--- src/verilog/cam_pkg.sv ---
// Purpose: Constants for the counter array mode control block
// Assumes: APB slave with 32-bit data, 12-bit byte address
// Notes:   Register indices times four give the byte addresses
//
// Summary of operation
// - With idle suspend clear the counter keeps running in CPU idle.
// - With idle suspend set all counter activity halts during CPU idle.
// - Watchdog enable hands module 2 to the watchdog; clear disables it.
// - A set watchdog lock keeps watchdog enable set until system reset.
// - While watchdog enable is 1, writes to the other mode fields are lost.
// - Mode bit 4 reads zero and ignores writes.
// - Select 000 ticks at clock/12, 001 at clock/4, 100 every clock.
// - Select 010 advances the counter on each timer 0 overflow.
// - Select 011 counts falling edges of the count input, at most clock/4.
// - Select 101 counts the synchronised external clock divided by 8.
// - The overflow request is high only with its enable and the flag set.
// - The flag is set by hardware on a wrap to zero, cleared by software.
package cam_pkg;
    // ****************************************
    // Register map
    // ****************************************
    localparam logic [9:0]  IDX_CTRL   = 10'h0d8;
    localparam logic [9:0]  IDX_MODE   = 10'h0d9;
    localparam logic [9:0]  IDX_COUNT  = 10'h0dc;
    localparam logic [9:0]  IDX_STATUS = 10'h0de;
    localparam logic [9:0]  IDX_MASK   = 10'h0df;
    localparam logic [11:0] ADDR_CTRL   = {IDX_CTRL, 2'b00};
    localparam logic [11:0] ADDR_MODE   = {IDX_MODE, 2'b00};
    localparam logic [11:0] ADDR_COUNT  = {IDX_COUNT, 2'b00};
    localparam logic [11:0] ADDR_STATUS = {IDX_STATUS, 2'b00};
    localparam logic [11:0] ADDR_MASK   = {IDX_MASK, 2'b00};

    // ****************************************
    // Field positions and reset values
    // ****************************************
    localparam int MODE_IDLE   = 7;
    localparam int MODE_WATCHDOG_ENABLE   = 6;
    localparam int MODE_LOCK   = 5;
    localparam int MODE_UNUSED = 4;
    localparam int MODE_SEL_HI = 3;
    localparam int MODE_SEL_LO = 1;
    localparam int MODE_ECF    = 0;
    localparam int CTRL_FLAG   = 7;
    localparam int CTRL_RUN    = 6;
    localparam int EV_OVF      = 0;
    localparam int EV_REFUSED  = 1;
    localparam logic [7:0]  MODE_RESET  = 8'h40;
    localparam logic [7:0]  MODE_OTHERS = 8'h8f;
    localparam logic [15:0] COUNT_MAX   = 16'hffff;
    localparam logic [1:0]  EV_RESET    = 2'h0;

    // ****************************************
    // Timebase codes and divider counts
    // ****************************************
    localparam logic [2:0] SEL_DIV12  = 3'h0;
    localparam logic [2:0] SEL_DIV4   = 3'h1;
    localparam logic [2:0] SEL_TIMER0 = 3'h2;
    localparam logic [2:0] SEL_FALL   = 3'h3;
    localparam logic [2:0] SEL_SYSCLK = 3'h4;
    localparam logic [2:0] SEL_EXT8   = 3'h5;
    localparam logic [3:0] DIV_TWELVE = 4'hc;
    localparam logic [3:0] DIV_FOUR   = 4'h4;
    localparam logic [3:0] DIV_EIGHT  = 4'h8;
endpackage

--- src/verilog/cam_edge_if.sv ---
// Purpose: Carries a synchronised pin level and its edges
// Assumes: All signals on clk_sys
// Notes:   Edges are one-cycle pulses
`timescale 1ns/1ns
`default_nettype none
interface cam_edge_if;
    logic level;
    logic rise;
    logic fall;
    modport drv (output level, output rise, output fall);
    modport use_ (input level, input rise, input fall);
endinterface
`default_nettype wire

--- src/verilog/cam_sync.sv ---
// Purpose: Two-flop synchroniser with edge detection for a pin
// Assumes: Pin is asynchronous to clk_sys
// Notes:   Edges are taken from the second and third flops only
`timescale 1ns/1ns
`default_nettype none
module cam_sync (
    input  wire logic clk_sys,   // System clock
    input  wire logic rst,       // Synchronous reset
    input  wire logic clkEn,     // Clock enable
    input  wire logic pinIn,     // Raw pin
    cam_edge_if.drv   edges      // Level and edges
);
    logic meta_q;
    logic sync_q;
    logic last_q;

    // Synchroniser chain
    always_ff @(posedge clk_sys) begin
        if (rst) begin
            meta_q <= 1'b0;
            sync_q <= 1'b0;
            last_q <= 1'b0;
        end else if (clkEn) begin
            meta_q <= pinIn;
            sync_q <= meta_q;
            last_q <= sync_q;
        end
    end

    // Edge decode
    assign edges.level = sync_q;
    assign edges.rise  = clkEn & sync_q & ~last_q;
    assign edges.fall  = clkEn & ~sync_q & last_q;
endmodule
`default_nettype wire

--- src/verilog/cam_prescale.sv ---
// Purpose: Divides a stream of increment pulses by a fixed count
// Assumes: DIV between 2 and 15
// Notes:   Tick is combinational, one cycle, on the last increment
`timescale 1ns/1ns
`default_nettype none
module cam_prescale #(
    parameter logic [3:0] DIV = 4'h4
) (
    input  wire logic clk_sys,   // System clock
    input  wire logic rst,       // Synchronous reset
    input  wire logic clkEn,     // Clock enable
    input  wire logic inc,       // Increment pulse
    output logic      tick       // Every DIV-th increment
);
    logic [3:0] cnt_q;
    logic       last;

    // Terminal count
    assign last = (cnt_q == DIV - 4'h1);
    assign tick = clkEn & inc & last;

    // Divider counter
    always_ff @(posedge clk_sys) begin
        if (rst) begin
            cnt_q <= 4'h0;
        end else if (clkEn && inc) begin
            cnt_q <= last ? 4'h0 : cnt_q + 4'h1;
        end
    end
endmodule
`default_nettype wire

--- src/verilog/cam_mode_ctrl.sv ---
// Purpose: Mode control and shared 16-bit counter of the counter array
// Assumes: APB master on clk_sys; idle and timer 0 inputs on clk_sys
// Notes:   Reset acts regardless of clock enable
`timescale 1ns/1ns
`default_nettype none
module cam_mode_ctrl (
    input  wire logic         clk_sys,        // System clock, 25 MHz
    input  wire logic         rst,            // Synchronous reset
    input  wire logic         clkEn,          // Clock enable
    input  wire logic         psel,           // APB select
    input  wire logic         penable,        // APB enable
    input  wire logic         pwrite,         // APB direction
    input  wire logic [11:0]  paddr,          // APB byte address
    input  wire logic [31:0]  pwdata,         // APB write data
    output logic      [31:0]  prdata,         // APB read data
    output logic              pready,         // APB ready
    output logic              pslverr,        // APB error
    input  wire logic         cpuIdle,        // CPU in idle state
    input  wire logic         timer0Overflow, // Timer 0 overflow pulse
    input  wire logic         extCountPin,    // External count input pin
    input  wire logic         extClockPin,    // External clock pin
    output logic              watchdogActive, // Module 2 is the watchdog
    output logic      [15:0]  counterValue,   // Counter value
    output logic              overflowIrq,    // Overflow request
    output logic              irq             // Masked status interrupt
);
    import cam_pkg::*;

    // ****************************************
    // State
    // ****************************************
    logic [7:0]  mode_q;
    logic [7:0]  mode_d;
    logic        run_q;
    logic        flag_q;
    logic        flag_d;
    logic [15:0] count_q;
    logic [1:0]  status_q;
    logic [1:0]  status_d;
    logic [1:0]  mask_q;
    logic        irq_q;
    logic        ovfIrq_q;
    logic [31:0] rdata_q;
    logic        rdy_q;

    // ****************************************
    // Bus decode
    // ****************************************
    logic        setupPh;
    logic        accessDone;
    logic        wrDone;
    logic        hitCtrl;
    logic        hitMode;
    logic        hitCount;
    logic        hitStatus;
    logic        hitMask;
    logic        hitAny;
    logic [31:0] readMux;

    // Address match and phases
    assign hitCtrl    = (paddr == ADDR_CTRL);
    assign hitMode    = (paddr == ADDR_MODE);
    assign hitCount   = (paddr == ADDR_COUNT);
    assign hitStatus  = (paddr == ADDR_STATUS);
    assign hitMask    = (paddr == ADDR_MASK);
    assign hitAny     = hitCtrl | hitMode | hitCount | hitStatus | hitMask;
    assign setupPh    = clkEn & psel & ~rdy_q;
    assign pready     = clkEn & rdy_q & penable;
    assign accessDone = psel & penable & pready;
    assign wrDone     = accessDone & pwrite & hitAny;
    assign pslverr    = pready & ~hitAny;
    assign prdata     = rdata_q;

    // Read selection
    assign readMux = hitCtrl   ? {24'h0, flag_q, run_q, 6'h0} :
                     hitMode   ? {24'h0, mode_q} :
                     hitCount  ? {16'h0, count_q} :
                     hitStatus ? {30'h0, status_q} :
                     hitMask   ? {30'h0, mask_q} : 32'h0;

    // Read capture in setup, ready in access
    always_ff @(posedge clk_sys) begin
        if (rst) begin
            rdy_q   <= 1'b0;
            rdata_q <= 32'h0;
        end else if (accessDone) begin
            rdy_q   <= 1'b0;
        end else if (setupPh) begin
            rdy_q   <= 1'b1;
            rdata_q <= pwrite ? 32'h0 : readMux;
        end
    end

    // ****************************************
    // Mode register
    // ****************************************
    logic       modeWr;
    logic       watchdog_enable;
    logic       locked;
    logic       wdteNext;
    logic [7:0] othersNext;
    logic       refused;
    logic [2:0] sel;
    logic       idleSuspend;
    logic       ecf;

    assign modeWr      = wrDone & hitMode;
    assign watchdog_enable        = mode_q[MODE_WATCHDOG_ENABLE];
    assign locked      = mode_q[MODE_LOCK];
    assign sel         = mode_q[MODE_SEL_HI:MODE_SEL_LO];
    assign idleSuspend = mode_q[MODE_IDLE];
    assign ecf         = mode_q[MODE_ECF];
    assign wdteNext    = locked | pwdata[MODE_WATCHDOG_ENABLE];
    assign othersNext  = watchdog_enable ? (mode_q & MODE_OTHERS)
                              : (pwdata[7:0] & MODE_OTHERS);
    assign refused     = modeWr & watchdog_enable
                       & ((pwdata[7:0] & MODE_OTHERS) != (mode_q & MODE_OTHERS));

    // Next mode value; lock only sets and only from disabled state
    always_comb begin
        mode_d = mode_q;
        if (modeWr) begin
            mode_d = othersNext;
            mode_d[MODE_WATCHDOG_ENABLE] = wdteNext;
            mode_d[MODE_LOCK] = locked | (~watchdog_enable & pwdata[MODE_LOCK]);
        end
    end

    always_ff @(posedge clk_sys) begin
        if (rst) begin
            mode_q <= MODE_RESET;
        end else if (clkEn) begin
            mode_q <= mode_d;
        end
    end

    assign watchdogActive = watchdog_enable;

    // ****************************************
    // Timebase selection
    // ****************************************
    logic halted;
    logic active;
    logic tick12;
    logic tick4;
    logic tick8;
    logic tickSel;

    cam_edge_if countEdges ();
    cam_edge_if clockEdges ();

    assign halted = cpuIdle & idleSuspend;
    assign active = clkEn & run_q & ~halted;

    // Pin synchronisers
    cam_sync u_countSync (
        .clk_sys (clk_sys),
        .rst     (rst),
        .clkEn   (clkEn),
        .pinIn   (extCountPin),
        .edges   (countEdges)
    );
    cam_sync u_clockSync (
        .clk_sys (clk_sys),
        .rst     (rst),
        .clkEn   (clkEn),
        .pinIn   (extClockPin),
        .edges   (clockEdges)
    );

    // Dividers
    cam_prescale #(.DIV(DIV_TWELVE)) u_div12 (
        .clk_sys (clk_sys),
        .rst     (rst),
        .clkEn   (clkEn),
        .inc     (active),
        .tick    (tick12)
    );
    cam_prescale #(.DIV(DIV_FOUR)) u_div4 (
        .clk_sys (clk_sys),
        .rst     (rst),
        .clkEn   (clkEn),
        .inc     (active),
        .tick    (tick4)
    );
    cam_prescale #(.DIV(DIV_EIGHT)) u_div8 (
        .clk_sys (clk_sys),
        .rst     (rst),
        .clkEn   (clkEn),
        .inc     (active & clockEdges.rise),
        .tick    (tick8)
    );

    always_comb begin
        case (sel)
            SEL_DIV12:  tickSel = tick12;
            SEL_DIV4:   tickSel = tick4;
            SEL_TIMER0: tickSel = timer0Overflow;
            SEL_FALL:   tickSel = countEdges.fall;
            SEL_SYSCLK: tickSel = 1'b1;
            SEL_EXT8:   tickSel = tick8;
            default:    tickSel = 1'b0;
        endcase
    end

    // ****************************************
    // Counter, flag and run control
    // ****************************************
    logic countInc;
    logic wrap;
    logic ctrlWr;

    assign countInc     = active & tickSel;
    assign wrap         = countInc & (count_q == COUNT_MAX);
    assign ctrlWr       = wrDone & hitCtrl;
    assign counterValue = count_q;
    assign flag_d = wrap | (ctrlWr ? pwdata[CTRL_FLAG] : flag_q);

    // Counter and control bits
    always_ff @(posedge clk_sys) begin
        if (rst) begin
            count_q <= 16'h0;
            flag_q  <= 1'b0;
            run_q   <= 1'b0;
        end else if (clkEn) begin
            count_q <= countInc ? count_q + 16'h1 : count_q;
            flag_q  <= flag_d;
            run_q   <= ctrlWr ? pwdata[CTRL_RUN] : run_q;
        end
    end

    // ****************************************
    // Interrupts
    // ****************************************
    logic [1:0] events;
    logic [1:0] stsClr;

    assign events = {refused, wrap};
    assign stsClr = (accessDone & ~pwrite & hitStatus) ? rdata_q[1:0] : 2'h0;
    assign status_d = events | (status_q & ~stsClr);
    assign overflowIrq = ovfIrq_q;
    assign irq = irq_q;

    // Status, mask and request flops
    always_ff @(posedge clk_sys) begin
        if (rst) begin
            status_q <= EV_RESET;
            mask_q   <= EV_RESET;
            irq_q    <= 1'b0;
            ovfIrq_q <= 1'b0;
        end else if (clkEn) begin
            status_q <= status_d;
            mask_q   <= (wrDone & hitMask) ? pwdata[1:0] : mask_q;
            irq_q    <= |(status_d & mask_q);
            ovfIrq_q <= mode_d[MODE_ECF] & flag_d;
        end
    end
endmodule
`default_nettype wire

--- config.mk ---
export PLATFORM = sky130hd
export DESIGN_NAME = cam_mode_ctrl
export DESIGN_NICKNAME = d
export VERILOG_FILES = /design/src/verilog/cam_pkg.sv /design/src/verilog/cam_edge_if.sv /design/src/verilog/cam_sync.sv /design/src/verilog/cam_prescale.sv /design/src/verilog/cam_mode_ctrl.sv
export SDC_FILE = /design/constraint.sdc
export NUM_CORES = 1
export LEC_CHECK = 0
export CAP_MARGIN = 20
export CORE_ASPECT_RATIO = 0.7
export CORE_MARGIN = 5
export CORE_UTILIZATION = 50
export CTS_BUF_LIST = sky130_fd_sc_hd__clkbuf_2
export DETAILED_ROUTE_END_ITERATION = 8
export DONT_BUFFER_PORTS = 1
export HOLD_SLACK_MARGIN = 0.12
export SLEW_MARGIN = 20
export SYNTH_ARGS = -nofsm -noshare
export SYNTH_HDL_FRONTEND = slang
export SYNTH_SLANG_ARGS = --single-unit
export TNS_END_PERCENT = 30
--- constraint.sdc ---
create_clock -name clk_sys -period 5.4 [get_ports clk_sys]
set_input_delay 0.27 -clock clk_sys [delete_from_list [all_inputs] [get_ports clk_sys]]
set_output_delay 0.27 -clock clk_sys [all_outputs]
set_load 0.005 [all_outputs]
==> metrics.txt <==
YS warnings=0; dominant cell type by area after synthesis=dfxtp_1; share of cells above drive strength 1=0.0633; CTS Buf Count=9; Post-route DRC=0; Worst Setup Start Kind=register; Die Y=77.1 um; CTS Buffer Depth=2; most common cell after layout, fill and taps aside=dfxtp_1; Final Skew=19.3 ps; final hold viol count=0; Seq cells post-synth=66; die width=106 um; post-synth cell types=50; Initial Utilization=0.514; Slew headroom=0.402; drt pass-1 iters=5; Max FO, Critical Path=7; Leak=between 1 and 1.5 nW; synthesized area per cell=between 8 and 9 sq um; RePlAce Congestion=0.842; cts hold-fix bufs=22; TNS Setup=0 ps; Final Max Tran Viols=0; switching power share of the total=0.236; hpwl dp=5.56 mm; clock sink count=66; HP Class=in2reg; Rows=24; Max Cap Viol=0; Wirelength per Cell=between 15 and 20 um; Seq/Total Area, Yosys=0.411; fmax=0.374 GHz; Comb power frac=0.051; P&R area growth vs syn=10.7%; # nets final=448; Switch Pwr=between 0.2 and 0.25 mW; Area contributors post-synth=dfxtp_1 (41%), nor2_1 (7.4%), mux2i_1 (5.3%), xnor2_1 (4.9%), buf_4 (3.7%); vias in the first global route=~2.4k; Power Total=0.860 mW; register share of total power=0.571; CTS H-tree depth=3; Total GRT Usage=0.199; vias per cell=about 5.6; Final setup viols=0; Worst setup EP type=register; VDD IR max=0.000146 V; initial antenna violation count=0; Clock Power Share=0.378; Final period util=0.495; grt ovf=0; Iteration-0 DRC Markers=about 260; Setup Fix Bufs, Post-CTS=0; vias=2645; CTS resizes=0; Die ar.=about 8000 sq um; TritonCTS clock tree=yes; Int Pwr=0.657 mW; status=complete, no violations; Routed Antenna Nets=0; clk slew on worst S/H paths=180 ps; drt total wl=approximately 8 mm; top_reg_cell synth=dfxtp_1; Arrival @ worst endpoint=3140 ps; first-pass GRT wire length=13.0 mm; count of buffers from port buffering=0; Post-synth EDFFs=0; Final min period=between 2000 and 3000 ps; commonest cells after routing, fill and taps aside=dfxtp_1 (66), nor2_1 (63), nand2_1 (27), a21oi_1 (23), dlygate4sd3_1 (21); largest net degree at the start of global routing=65; Yosys top cell area share=0.411; number of diodes=0; core footprint=6250 sq um; RSZ-0062 raised after global routing=false; worst skew pair latency=500 ps; CP Class=reg2reg; mapped cell area=3210 sq um; clk root buf=clkbuf_2; Cells after Synth=373; PwrDens=242 nW/um^2; Post-synth ARST share=0; CP Data Required Time=5870 ps; Slew @ Worst Pin=roughly 890 ps; I/O Pins=107
[synth_stat cells, drive strengths merged (3+ instances only)]
library cell,number
clkbuf,14
nand2b,4
nor3,8
o21ai,5
xor2,4
or4,3
nand2,28
mux2,3
and2,6
o211ai,4
a22oi,12
buf,17
nand3b,3
inv,5
and3,4
ha,4
a2bb2oi,4
nand4,9
a21boi,4
dfxtp,66
nand3,13
nor2,63
and4,3
mux2i,17
a21oi,23
a31oi,3
xnor2,18
[state kept, by name, summed over array words and instances, names as in the netlist, 2 cells and up]
name	flops
counterValue	16
mode_q	7
status_q	2
mask_q	2
prdata	16
u_div8.cnt_q	4
u_div4.cnt_q	4
u_div12.cnt_q	4
[per-stage QoR]
| stage | worst slack (ps) | area [sq um] | std cells | hold slack [ps] | util |
|---|---|---|---|---|---|
| 2_1_floorplan | 3430 | 3270 | 388 | 410 | - |
| 3_3_place_gp | 3140 | 3190 | 435 | 347 | 0.511 |
| 3_5_place_dp | 3100 | 3190 | 435 | 349 | 0.511 |
| 4_1_cts | 2720 | 3560 | 473 | 137 | 0.569 |
| 5_1_grt | 2480 | 3560 | 473 | 170 | 0.569 |
| 6_report | 2730 | 3560 | 473 | 182 | 0.569 |
[final cells by class]
class	count	area, sq um
tap	78	97.6
clock buffer	9	45.0
timing repair buffer	22	238
multi-input combinational	286	1750
clock inverter	7	83.8
fill	600	2690
inverter	5	18.8
sequential	66	1320
[logic make-up (layout without fill, tap and decap cells)]
group           count (synthesis)  in the layout  share of synthesized area
simple gates                  157            157                      0.244
compound gates                 67             67                      0.144
flops                          66             66                      0.411
buf+inv                        36             43                     0.0608
xor+xnor                       22             22                     0.0600
mux                            20             20                     0.0635
fa+ha+maj                       4              4                     0.0156
other cells                     1             16                    0.00117
[power groups by stage]
stage | Clock, mW | Sequential [mW] | Combinational (mW)
after CTS | 0.335 | 0.491 | 0.0429
after global placement | 0 | 0.501 | 0.0193
after global routing | 0.358 | 0.492 | 0.0473
after floorplan | 0 | 0.501 | 0.0328
final | 0.325 | 0.491 | 0.0438
after detailed placement | 0 | 0.501 | 0.0194
[worst paths after layout]
path              startpoint           to  slack [ps]  cells after the start
max          u_div4.cnt_q[0]  status_q[0]        2730                      8
min                 paddr[4]        run_q         180                      5
max reg2reg  u_div4.cnt_q[0]  status_q[0]        2730                      8
min reg2reg        prdata[7]    prdata[7]         480                      2
[critical path: stages (launching register included)]
cell and delay (ps):
dfxtp_1 420, ha_1 220, nand4bb_1 130, a2111oi_2 520, nand3_1 330, nand2_1 240, nand3_1 100, a21oi_1 140
dlygate4sd3_1 540
[layer usage]
layer  up-vias  track usage  part of all wire
met5         -            0                 0
met4         0       0.0543            0.0068
met3         4       0.0755              0.11
met2        89        0.281              0.41
met1      1226        0.284              0.47
li1       1326            -                 -
Note: power is estimated with default switching activity, not from simulation.
